--- config.mk ---
export PLATFORM = sky130hd
export DESIGN_NAME = wake_event_control
export DESIGN_NICKNAME = d
export VERILOG_FILES = /design/src/wec_pkg.sv /design/src/wec_rx_if.sv /design/src/wake_event_control.sv /design/src/wec_crc_match.sv
export SDC_FILE = /design/constraint.sdc
export NUM_CORES = 2
export LEC_CHECK = 0
export BUFFER_PORTS_ARGS = -buffer_cell sky130_fd_sc_hd__buf_2
export CORE_MARGIN = 10
export CORE_UTILIZATION = 40
export DETAILED_ROUTE_END_ITERATION = 8
export GPL_TIMING_DRIVEN = 0
export SLEW_MARGIN = 20
export SYNTH_ARGS = -nofsm -noshare
export SYNTH_HDL_FRONTEND = slang
export SYNTH_SLANG_ARGS = --single-unit
--- constraint.sdc ---
create_clock -name clk -period 12.9 [get_ports clk]
set_clock_uncertainty 0.1 [all_clocks]
set_input_delay 1.29 -clock clk [delete_from_list [all_inputs] [get_ports clk]]
set_output_delay 1.29 -clock clk [all_outputs]
set_load 0.005 [all_outputs]
--- src/wec_pkg.sv ---
package wec_pkg;
  // pattern table geometry
  localparam int NUM_PAT    = 5;
  localparam int PAT_STRIDE = 5;
  localparam int PAT_WORDS  = 25;
  localparam int MASK_BITS  = 128;
  localparam int POS_W      = 9;
  localparam int ADDR_W     = 8;
  localparam logic [4:0] IDX_RST  = 5'h00;
  localparam logic [4:0] IDX_LAST = 5'h18;
  // register byte offsets
  localparam logic [7:0] OFS_CTL  = 8'h68;
  localparam logic [7:0] OFS_PAT  = 8'h70;
  localparam logic [7:0] OFS_IST  = 8'h88;
  localparam logic [7:0] OFS_IMSK = 8'h8C;
  // control/status field positions
  localparam int BIT_CRCSEL  = 30;
  localparam int BIT_PATEN   = 29;
  localparam int BIT_LINKDN  = 17;
  localparam int BIT_LINKUP  = 16;
  localparam int BIT_WAKE_FRAME_EVENT_ENABLE    = 10;
  localparam int BIT_REMOTE_WAKE_FRAME_ENABLE    = 9;
  localparam int BIT_LINK_CHANGE_EVENT_ENABLE    = 8;
  localparam int BIT_WFR     = 2;
  localparam int BIT_RWF     = 1;
  localparam int BIT_LSC     = 0;
  // fifth word of a pattern block
  localparam int CRC_LSB = 16;
  localparam int CRC_MSB = 31;
  localparam int BOFS_MSB = 7;
  // crc engine
  localparam logic [15:0] CRC_POLY      = 16'h8005;
  localparam logic [15:0] CRC_INIT_ZERO = 16'h0000;
  localparam logic [15:0] CRC_INIT_ONE  = 16'hFFFF;
  // interrupt status layout
  localparam int IRQ_W   = 4;
  localparam int IRQ_LSC = 0;
  localparam int IRQ_RWF = 1;
  localparam int IRQ_WFR = 2;
  localparam int IRQ_PME = 3;
  // bus responses
  localparam logic [1:0] RESP_OKAY   = 2'h0;
  localparam logic [1:0] RESP_SLVERR = 2'h2;
endpackage

--- src/wec_rx_if.sv ---
interface wec_rx_if;
  logic       rxValid;
  logic       rxFirst;
  logic       rxEnd;
  logic       crcInit;
  logic [7:0] rxByte;
  modport src  (output rxValid, rxFirst, rxEnd, crcInit, rxByte);
  modport sink (input  rxValid, rxFirst, rxEnd, crcInit, rxByte);
endinterface

--- src/wake_event_control.sv ---
module wake_event_control #(
  parameter int ADDR_W = 8
) (
  input  logic              clk,
  input  logic              nrst,
  input  logic              nporRst,
  input  logic              ce,
  input  logic [ADDR_W-1:0] awaddr,
  input  logic              awvalid,
  output logic              awready,
  input  logic [31:0]       wdata,
  input  logic [3:0]        wstrb,
  input  logic              wvalid,
  output logic              wready,
  output logic [1:0]        bresp,
  output logic              bvalid,
  input  logic              bready,
  input  logic [ADDR_W-1:0] araddr,
  input  logic              arvalid,
  output logic              arready,
  output logic [31:0]       rdata,
  output logic [1:0]        rresp,
  output logic              rvalid,
  input  logic              rready,
  input  logic              linkUp,
  input  logic              rxValid,
  input  logic [7:0]        rxData,
  input  logic              rxFirst,
  input  logic              rxGoodEnd,
  input  logic              remoteWakeFrame,
  input  logic              cfgPmEnable,
  input  logic              cfgWolEnable,
  input  logic              pmEventClear,
  output logic              pmEventStatus,
  output logic              irq
);
  localparam int NP = wec_pkg::NUM_PAT;
  localparam int IW = wec_pkg::IRQ_W;

  typedef struct packed {
    logic [NP-1:0]                        patEn;
    logic                                 crcSel;
    logic                                 linkDnEn;
    logic                                 linkUpEn;
    logic                                 wake_frame_event_enable;
    logic                                 remote_wake_frame_enable;
    logic                                 link_change_event_enable;
    logic [2:0]                           flags;
    logic                                 pme;
    logic [4:0]                           idx;
    logic [wec_pkg::PAT_WORDS-1:0][31:0]  mem;
    logic                                 linkPrev;
    logic [IW-1:0]                        irqSt;
    logic [IW-1:0]                        irqMask;
    logic                                 irq;
    logic                                 awHeld;
    logic                                 wHeld;
    logic [ADDR_W-1:0]                    awAddr;
    logic [31:0]                          wData;
    logic [3:0]                           wStrb;
    logic                                 awRdy;
    logic                                 wRdy;
    logic                                 bvalid;
    logic [1:0]                           bresp;
    logic                                 arRdy;
    logic                                 rvalid;
    logic [1:0]                           rresp;
    logic [31:0]                          rdata;
  } wec_state_t;

  wec_state_t s_r;
  wec_state_t s_nxt;
  wec_state_t porVal;
  wec_state_t hwVal;

  logic [NP-1:0]  hitVec;
  logic           linkRise;
  logic           linkFall;
  logic           linkEvt;
  logic           wakeEvt;
  logic           pmeEvt;
  logic           wrFire;
  logic           patWr;
  logic [31:0]    wrMask;
  logic [31:0]    merged;
  logic [2:0]     flagClr;
  logic [IW-1:0]  istClr;
  logic [IW-1:0]  evVec;
  logic           matchRst;

  // control/status word as software sees it
  function automatic logic [31:0] ctlWord(input wec_state_t s);
    logic [31:0] w;
    w = 32'h0000_0000;
    w[wec_pkg::BIT_CRCSEL] = s.crcSel;
    w[wec_pkg::BIT_PATEN -: NP] = s.patEn;
    w[wec_pkg::BIT_LINKDN] = s.linkDnEn;
    w[wec_pkg::BIT_LINKUP] = s.linkUpEn;
    w[wec_pkg::BIT_WAKE_FRAME_EVENT_ENABLE] = s.wake_frame_event_enable;
    w[wec_pkg::BIT_REMOTE_WAKE_FRAME_ENABLE] = s.remote_wake_frame_enable;
    w[wec_pkg::BIT_LINK_CHANGE_EVENT_ENABLE] = s.link_change_event_enable;
    w[wec_pkg::BIT_WFR] = s.flags[2];
    w[wec_pkg::BIT_RWF] = s.flags[1];
    w[wec_pkg::BIT_LSC] = s.flags[0];
    return w;
  endfunction

  // byte enables to a bit mask
  function automatic logic [31:0] strbMask(input logic [3:0] b);
    return {{8{b[3]}}, {8{b[2]}}, {8{b[1]}}, {8{b[0]}}};
  endfunction

  // receive stream shared by all matchers
  wec_rx_if rxBus ();
  assign rxBus.rxValid = rxValid;
  assign rxBus.rxFirst = rxFirst;
  assign rxBus.rxEnd   = rxGoodEnd;
  assign rxBus.rxByte  = rxData;
  assign rxBus.crcInit = s_r.crcSel;
  assign matchRst      = nrst & nporRst;

  // one matcher per pattern block
  for (genvar i = 0; i < NP; i++) begin : g_pat
    localparam int B = i * wec_pkg::PAT_STRIDE;
    wec_crc_match #(
      .MASK_BITS (wec_pkg::MASK_BITS),
      .POS_W     (wec_pkg::POS_W)
    ) u_match (
      .clk     (clk),
      .nrst    (matchRst),
      .ce      (ce),
      .rx      (rxBus.sink),
      .mask    ({s_r.mem[B+3], s_r.mem[B+2], s_r.mem[B+1], s_r.mem[B]}),
      // crc high half, offset low byte
      .crcRef  (s_r.mem[B+4][wec_pkg::CRC_MSB:wec_pkg::CRC_LSB]),
      .byteOfs (s_r.mem[B+4][wec_pkg::BOFS_MSB:0]),
      .hit     (hitVec[NP-1-i])
    );
  end

  // reset images: power-up clears all but the remote wake enable, hardware reset keeps the flags and pme
  always_comb begin
    porVal = '0;
    porVal.remote_wake_frame_enable = cfgPmEnable & cfgWolEnable;
    hwVal = porVal;
    hwVal.flags = s_r.flags;
    hwVal.pme = s_r.pme;
  end

  // events, register bus and status
  always_comb begin
    s_nxt = s_r;
    flagClr = 3'h0;
    istClr = '0;
    merged = 32'h0000_0000;
    patWr = 1'b0;
    linkRise = !s_r.linkPrev && linkUp;
    linkFall = s_r.linkPrev && !linkUp;
    s_nxt.linkPrev = linkUp;
    linkEvt = (linkRise && s_r.linkUpEn) || (linkFall && s_r.linkDnEn);
    wakeEvt = |(hitVec & s_r.patEn);
    pmeEvt = (s_r.wake_frame_event_enable && wakeEvt) || (s_r.remote_wake_frame_enable && remoteWakeFrame) || (s_r.link_change_event_enable && linkEvt);

    // write address and data, either order
    if (awvalid && s_r.awRdy) begin
      s_nxt.awHeld = 1'b1;
      s_nxt.awAddr = awaddr;
    end
    if (wvalid && s_r.wRdy) begin
      s_nxt.wHeld = 1'b1;
      s_nxt.wData = wdata;
      s_nxt.wStrb = wstrb;
    end
    if (s_r.bvalid && bready) begin
      s_nxt.bvalid = 1'b0;
    end
    wrFire = s_nxt.awHeld && s_nxt.wHeld && !s_nxt.bvalid;
    wrMask = strbMask(s_nxt.wStrb);

    // register write decode
    if (wrFire) begin
      s_nxt.awHeld = 1'b0;
      s_nxt.wHeld = 1'b0;
      s_nxt.bvalid = 1'b1;
      s_nxt.bresp = wec_pkg::RESP_OKAY;
      if (s_nxt.awAddr == ADDR_W'(wec_pkg::OFS_CTL)) begin
        merged = (ctlWord(s_r) & ~wrMask) | (s_nxt.wData & wrMask);
        s_nxt.crcSel = merged[wec_pkg::BIT_CRCSEL];
        s_nxt.patEn = merged[wec_pkg::BIT_PATEN -: NP];
        s_nxt.linkDnEn = merged[wec_pkg::BIT_LINKDN];
        s_nxt.linkUpEn = merged[wec_pkg::BIT_LINKUP];
        s_nxt.wake_frame_event_enable = merged[wec_pkg::BIT_WAKE_FRAME_EVENT_ENABLE];
        s_nxt.remote_wake_frame_enable = merged[wec_pkg::BIT_REMOTE_WAKE_FRAME_ENABLE];
        s_nxt.link_change_event_enable = merged[wec_pkg::BIT_LINK_CHANGE_EVENT_ENABLE];
        flagClr = s_nxt.wData[2:0] & wrMask[2:0];
      end else if (s_nxt.awAddr == ADDR_W'(wec_pkg::OFS_PAT)) begin
        patWr = 1'b1;
        s_nxt.mem[s_r.idx] = (s_r.mem[s_r.idx] & ~wrMask) | (s_nxt.wData & wrMask);
        s_nxt.idx = (s_r.idx == wec_pkg::IDX_LAST) ? wec_pkg::IDX_RST : 5'(s_r.idx + 5'h01);
      end else if (s_nxt.awAddr == ADDR_W'(wec_pkg::OFS_IST)) begin
        istClr = s_nxt.wData[IW-1:0] & wrMask[IW-1:0];
      end else if (s_nxt.awAddr == ADDR_W'(wec_pkg::OFS_IMSK)) begin
        s_nxt.irqMask = s_nxt.wData[IW-1:0] & wrMask[IW-1:0] | s_r.irqMask & ~wrMask[IW-1:0];
      end else begin
        s_nxt.bresp = wec_pkg::RESP_SLVERR;
      end
    end
    s_nxt.awRdy = !s_nxt.awHeld && !s_nxt.bvalid;
    s_nxt.wRdy = !s_nxt.wHeld && !s_nxt.bvalid;

    // read channel, one outstanding
    if (s_r.rvalid && rready) begin
      s_nxt.rvalid = 1'b0;
    end
    if (arvalid && s_r.arRdy) begin
      s_nxt.rvalid = 1'b1;
      s_nxt.rresp = wec_pkg::RESP_OKAY;
      if (araddr == ADDR_W'(wec_pkg::OFS_CTL)) begin
        s_nxt.rdata = ctlWord(s_r);
      end else if (araddr == ADDR_W'(wec_pkg::OFS_PAT)) begin
        s_nxt.rdata = s_r.mem[s_r.idx];
      end else if (araddr == ADDR_W'(wec_pkg::OFS_IST)) begin
        s_nxt.rdata = {{(32-IW){1'b0}}, s_r.irqSt};
      end else if (araddr == ADDR_W'(wec_pkg::OFS_IMSK)) begin
        s_nxt.rdata = {{(32-IW){1'b0}}, s_r.irqMask};
      end else begin
        s_nxt.rdata = 32'h0000_0000;
        s_nxt.rresp = wec_pkg::RESP_SLVERR;
      end
    end
    s_nxt.arRdy = !s_nxt.rvalid;

    // sticky flags, set wins over clear
    // wake frame, remote wake and link change flags
    s_nxt.flags = (s_r.flags & ~flagClr) | {wakeEvt, remoteWakeFrame, linkEvt};
    s_nxt.pme = (s_r.pme && !pmEventClear) || pmeEvt;

    // interrupt status, mask and line
    evVec = '0;
    evVec[wec_pkg::IRQ_LSC] = linkEvt;
    evVec[wec_pkg::IRQ_RWF] = remoteWakeFrame;
    evVec[wec_pkg::IRQ_WFR] = wakeEvt;
    evVec[wec_pkg::IRQ_PME] = pmeEvt;
    s_nxt.irqSt = (s_r.irqSt & ~istClr) | evVec;
    s_nxt.irq = |(s_nxt.irqSt & s_nxt.irqMask);
  end

  // state register with both resets
  always_ff @(posedge clk) begin
    if (!nporRst) begin
      s_r <= porVal;
    end else if (!nrst) begin
      s_r <= hwVal;
    end else if (ce) begin
      s_r <= s_nxt;
    end
  end

  // outputs straight from state
  assign awready       = s_r.awRdy;
  assign wready        = s_r.wRdy;
  assign bvalid        = s_r.bvalid;
  assign bresp         = s_r.bresp;
  assign arready       = s_r.arRdy;
  assign rvalid        = s_r.rvalid;
  assign rresp         = s_r.rresp;
  assign rdata         = s_r.rdata;
  assign pmEventStatus = s_r.pme;
  assign irq           = s_r.irq;
endmodule

--- src/wec_crc_match.sv ---
module wec_crc_match #(
  parameter int MASK_BITS = 128,
  parameter int POS_W     = 9
) (
  input  logic                 clk,
  input  logic                 nrst,
  input  logic                 ce,
  wec_rx_if.sink               rx,
  input  logic [MASK_BITS-1:0] mask,
  input  logic [15:0]          crcRef,
  input  logic [7:0]           byteOfs,
  output logic                 hit
);
  localparam logic [POS_W-1:0] WIN     = POS_W'(MASK_BITS);
  localparam logic [POS_W-1:0] POS_MAX = '1;

  typedef struct packed {
    logic [POS_W-1:0] pos;
    logic [15:0]      crc;
    logic             hit;
  } wec_match_t;

  wec_match_t s_r;
  wec_match_t s_nxt;
  logic [POS_W-1:0] curPos;
  logic [POS_W-1:0] rel;
  logic [15:0]      crcV;

  // one byte through the crc, msb first
  function automatic logic [15:0] crcByte(input logic [15:0] c, input logic [7:0] d);
    logic [15:0] r;
    r = c;
    for (int i = 7; i >= 0; i--) begin
      r = (r[15] ^ d[i]) ? ({r[14:0], 1'b0} ^ wec_pkg::CRC_POLY) : {r[14:0], 1'b0};
    end
    return r;
  endfunction

  // byte position, masked crc and end-of-frame compare
  always_comb begin
    s_nxt = s_r;
    s_nxt.hit = 1'b0;
    curPos = rx.rxFirst ? '0 : s_r.pos;
    rel = curPos - POS_W'(byteOfs);
    crcV = rx.rxFirst ? (rx.crcInit ? wec_pkg::CRC_INIT_ONE : wec_pkg::CRC_INIT_ZERO) : s_r.crc;
    if (rx.rxValid) begin
      if (curPos >= POS_W'(byteOfs) && rel < WIN && mask[rel[6:0]]) begin
        crcV = crcByte(crcV, rx.rxByte);
      end
      s_nxt.pos = (curPos == POS_MAX) ? curPos : POS_W'(curPos + 1'b1);
    end
    s_nxt.crc = crcV;
    if (rx.rxEnd) begin
      s_nxt.hit = (crcV == crcRef);
    end
  end

  // state register
  always_ff @(posedge clk) begin
    if (!nrst) begin
      s_r <= '0;
    end else if (ce) begin
      s_r <= s_nxt;
    end
  end

  assign hit = s_r.hit;
endmodule

==> impl_metrics.json <==
{
  "seq_area_frac_synth_pct": 37.0,
  "ys_async_sr_fraction_pct": 0,
  "grt_pass1_vias": 51700,
  "die_w_um": 396,
  "start_kind": "input pin",
  "cts.sinks": 1045,
  "min-delay-start": "s_r[54]$_SDFFE_PN0P_",
  "overflow": 0,
  "fmax_ghz": 0.0867,
  "min_path_type": "flip-flop to flip-flop",
  "drive_gt1_share_pct": 14.0,
  "finalHoldViolCount": 0,
  "crit_type": "input pin to flip-flop",
  "tns_ns": 0,
  "status": "completed",
  "cellLeakagePower_nw": 20.5,
  "clockBufferDepth": 3,
  "wl_um": 303000,
  "numCtsBuffers": 120,
  "rrSetupSlack_ns": 5.83,
  "clkLatencyLatePin_ns": 0.82,
  "setup_viol": 0,
  "synth_cell_type_count": 99,
  "dp_hpwl_um": 233000,
  "synth_flop_cell": "dfxtp_1",
  "tightest_slew_ns": 1.33,
  "area_delta_synth_final_pct": 13.6,
  "hold_slack_ns": 0.351,
  "yosysWarningCount": 0,
  "syn_inst": 6652,
  "layout_common_cells": "nand2_1, dfxtp_1, a21oi_1",
  "worst_path_most_repeated_cell": "clkbuf_1",
  "maxSlewViolCount": 0,
  "syn_area_sq_um": 56500,
  "finalCritPeriodShare_pct": 89.4,
  "root_buffer": "clkbuf_16",
  "final_common_cell": "nand2_1",
  "worstPathMaxFanout": 10,
  "cts_tree": "built",
  "ctsHoldBuffers": 0,
  "worstHoldEndpoint": "s_r[54]$_SDFFE_PN0P_",
  "clkTransAtPathRegs_ns": 0.06,
  "via_count": 56800,
  "crit_required_ns": 13.52,
  "irDropWorstVdd_uv": 122,
  "wl_per_cell_um": 34.1,
  "worst_path_largest_cell_delay_ns": 0.94,
  "reg2reg_from": "s_r[899]$_SDFFE_PN0P_",
  "postCtsSetupRepairBufs": 0,
  "worstSetupEndpointType": "flip-flop",
  "power.density_nw_per_um2": 116,
  "final.min_clock_period_ns": 11.53,
  "antenna_found_initial": 17,
  "die_y_um": 396,
  "io_pins": 120,
  "avgViaCountPerCell": 6.38,
  "gp_congestion": 1.07,
  "die-area_sq_um": 157000,
  "ys_ff_latch": 1045,
  "slew_headroom_pct": 11.6,
  "ant_nets": 0,
  "nFillCells": 13900,
  "stdcell_area_sq_um": 64200,
  "grt_first_pass_wirelength_um": 413000,
  "post_cts_resized": 0,
  "ff2ff_path_depth": 13,
  "drc": 0,
  "worstPathArrival_ns": 12.15,
  "cts_max_level": 3,
  "hold_depth": 2,
  "coreArea_sq_um": 140000,
  "drv_cap": 0,
  "grt_max_degree": 18,
  "grtUsageTotal_pct": 36.9,
  "rsz0062_at_grt": "no",
  "dr.pass1.iters": 7,
  "io_buffers": 113,
  "placed_cell_area_sq_um": 59900,
  "final_cells": 8893,
  "first_iter_violations": 8877,
  "synth_edf_count": 1,
  "slowest_stage": "buf_1",
  "rows": 137,
  "placed_cells": 8656,
  "finalNetCount": 7034,
  "crit_chain": "buf_2 > clkbuf_1 > clkbuf_1 > buf_1 > clkbuf_1 > buf_1 > clkbuf_1 > clkbuf_1 > nor2b_1 > fa_1 > clkbuf_1 > buf_2 > mux4_2 > mux4_2 > nor4_1 > a21oi_1 > nand4_1 > clkbuf_1 > clkbuf_1 > a21oi_1 > xnor2_1 > nor4_1 > o2111ai_1 > o21ai_1",
  "startpoint": "rxFirst",
  "avgSynthCellArea_sq_um": 8.49,
  "initial_core_util_pct": 40.4
}
## logic make-up after synthesis
family                   share of synthesized area, %
AO/OA/AOI/OAI                                    15.6
AND/OR/NAND/NOR                                  17.9
adder cells (fa/ha/maj)                          1.26
flip-flops                                       37.0
buffers and inverters                            5.04
other                                         0.00664
XOR/XNOR                                         3.63
multiplexers                                     19.6
## worst max-delay path, delay by kind of cell
family                   cells  cell delay (ns)
AO/OA/AOI/OAI                4             0.56
XOR/XNOR                     1             0.15
adder cells (fa/ha/maj)      1             0.59
buffers and inverters       12             6.87
multiplexers                 2             1.11
AND/OR/NAND/NOR              4             1.47
## final cells by class
type | count | area (sq um) | share of cell area, %
Multi-Input combinational cell | 4919 | 32900 | 51.3
Sequential cell | 1045 | 20900 | 32.6
Clock buffer | 170 | 3530 | 5.50
Buffer | 598 | 2550 | 3.98
Tap cell | 1876 | 2350 | 3.66
Timing Repair Buffer | 128 | 783 | 1.22
Clock inverter | 53 | 752 | 1.17
Inverter | 91 | 342 | 0.532
Antenna cell | 13 | 32.5 | 0.0507
## worst max path at each step
stage | slack (ns) | depth (start not counted) | endpoint
after detailed placement | 1.00 | 24 | g_pat[0].u_match.hit$_SDFFE_PN0P_
after global routing | 1.48 | 24 | g_pat[0].u_match.hit$_SDFFE_PN0P_
after floorplan | 5.66 | 23 | g_pat[0].u_match.hit$_SDFFE_PN0P_
after global placement | 0.92 | 24 | g_pat[0].u_match.hit$_SDFFE_PN0P_
after CTS | 1.83 | 24 | g_pat[0].u_match.hit$_SDFFE_PN0P_
final | 1.37 | 24 | g_pat[0].u_match.hit$_SDFFE_PN0P_
## per-layer routing
| layer | vias to the layer above | share of wire (%) | track usage (%) |
|---|---|---|---|
| li1 | 23700 | - | - |
| met1 | 27800 | 38 | 47.1 |
| met2 | 4169 | 41 | 53.4 |
| met3 | 1002 | 13 | 12.0 |
| met4 | 6 | 7.9 | 23.7 |
| met5 | - | 0.012 | 0 |
## cell usage after synthesis (60+ instances only)
cell / n / area [sq um]
inv_1: 88 / 330
mux2i_1: 180 / 1800
nand2_1: 1482 / 5560
nand3_1: 61 / 305
dfxtp_1: 1044 / 20900
mux4_2: 384 / 8650
xnor2_1: 117 / 1020
o21ai_0: 172 / 861
xor2_1: 94 / 823
a21oi_1: 976 / 4880
nor2b_1: 60 / 375
nor2_1: 681 / 2560
clkbuf_1: 460 / 1730
## per-stage QoR
stage / utilization [%] / power [W] / setup slack [ns]
after floorplan: - / 0.00354 / 5.66
after global placement: 42.5 / 0.00371 / 0.916
after detailed placement: 42.8 / 0.00371 / 1.00
after CTS: 45.9 / 0.00740 / 1.83
after global routing: 45.9 / 0.00754 / 1.48
final: 45.9 / 0.00743 / 1.37
## power breakdown
group / internal (W) / switching (W)
Sequential: 0.00324 / 0.0000129
Clock: 0.00219 / 0.00158
Combinational: 0.000105 / 0.000303
No activity file was read; power rests on OpenSTA's default activity.
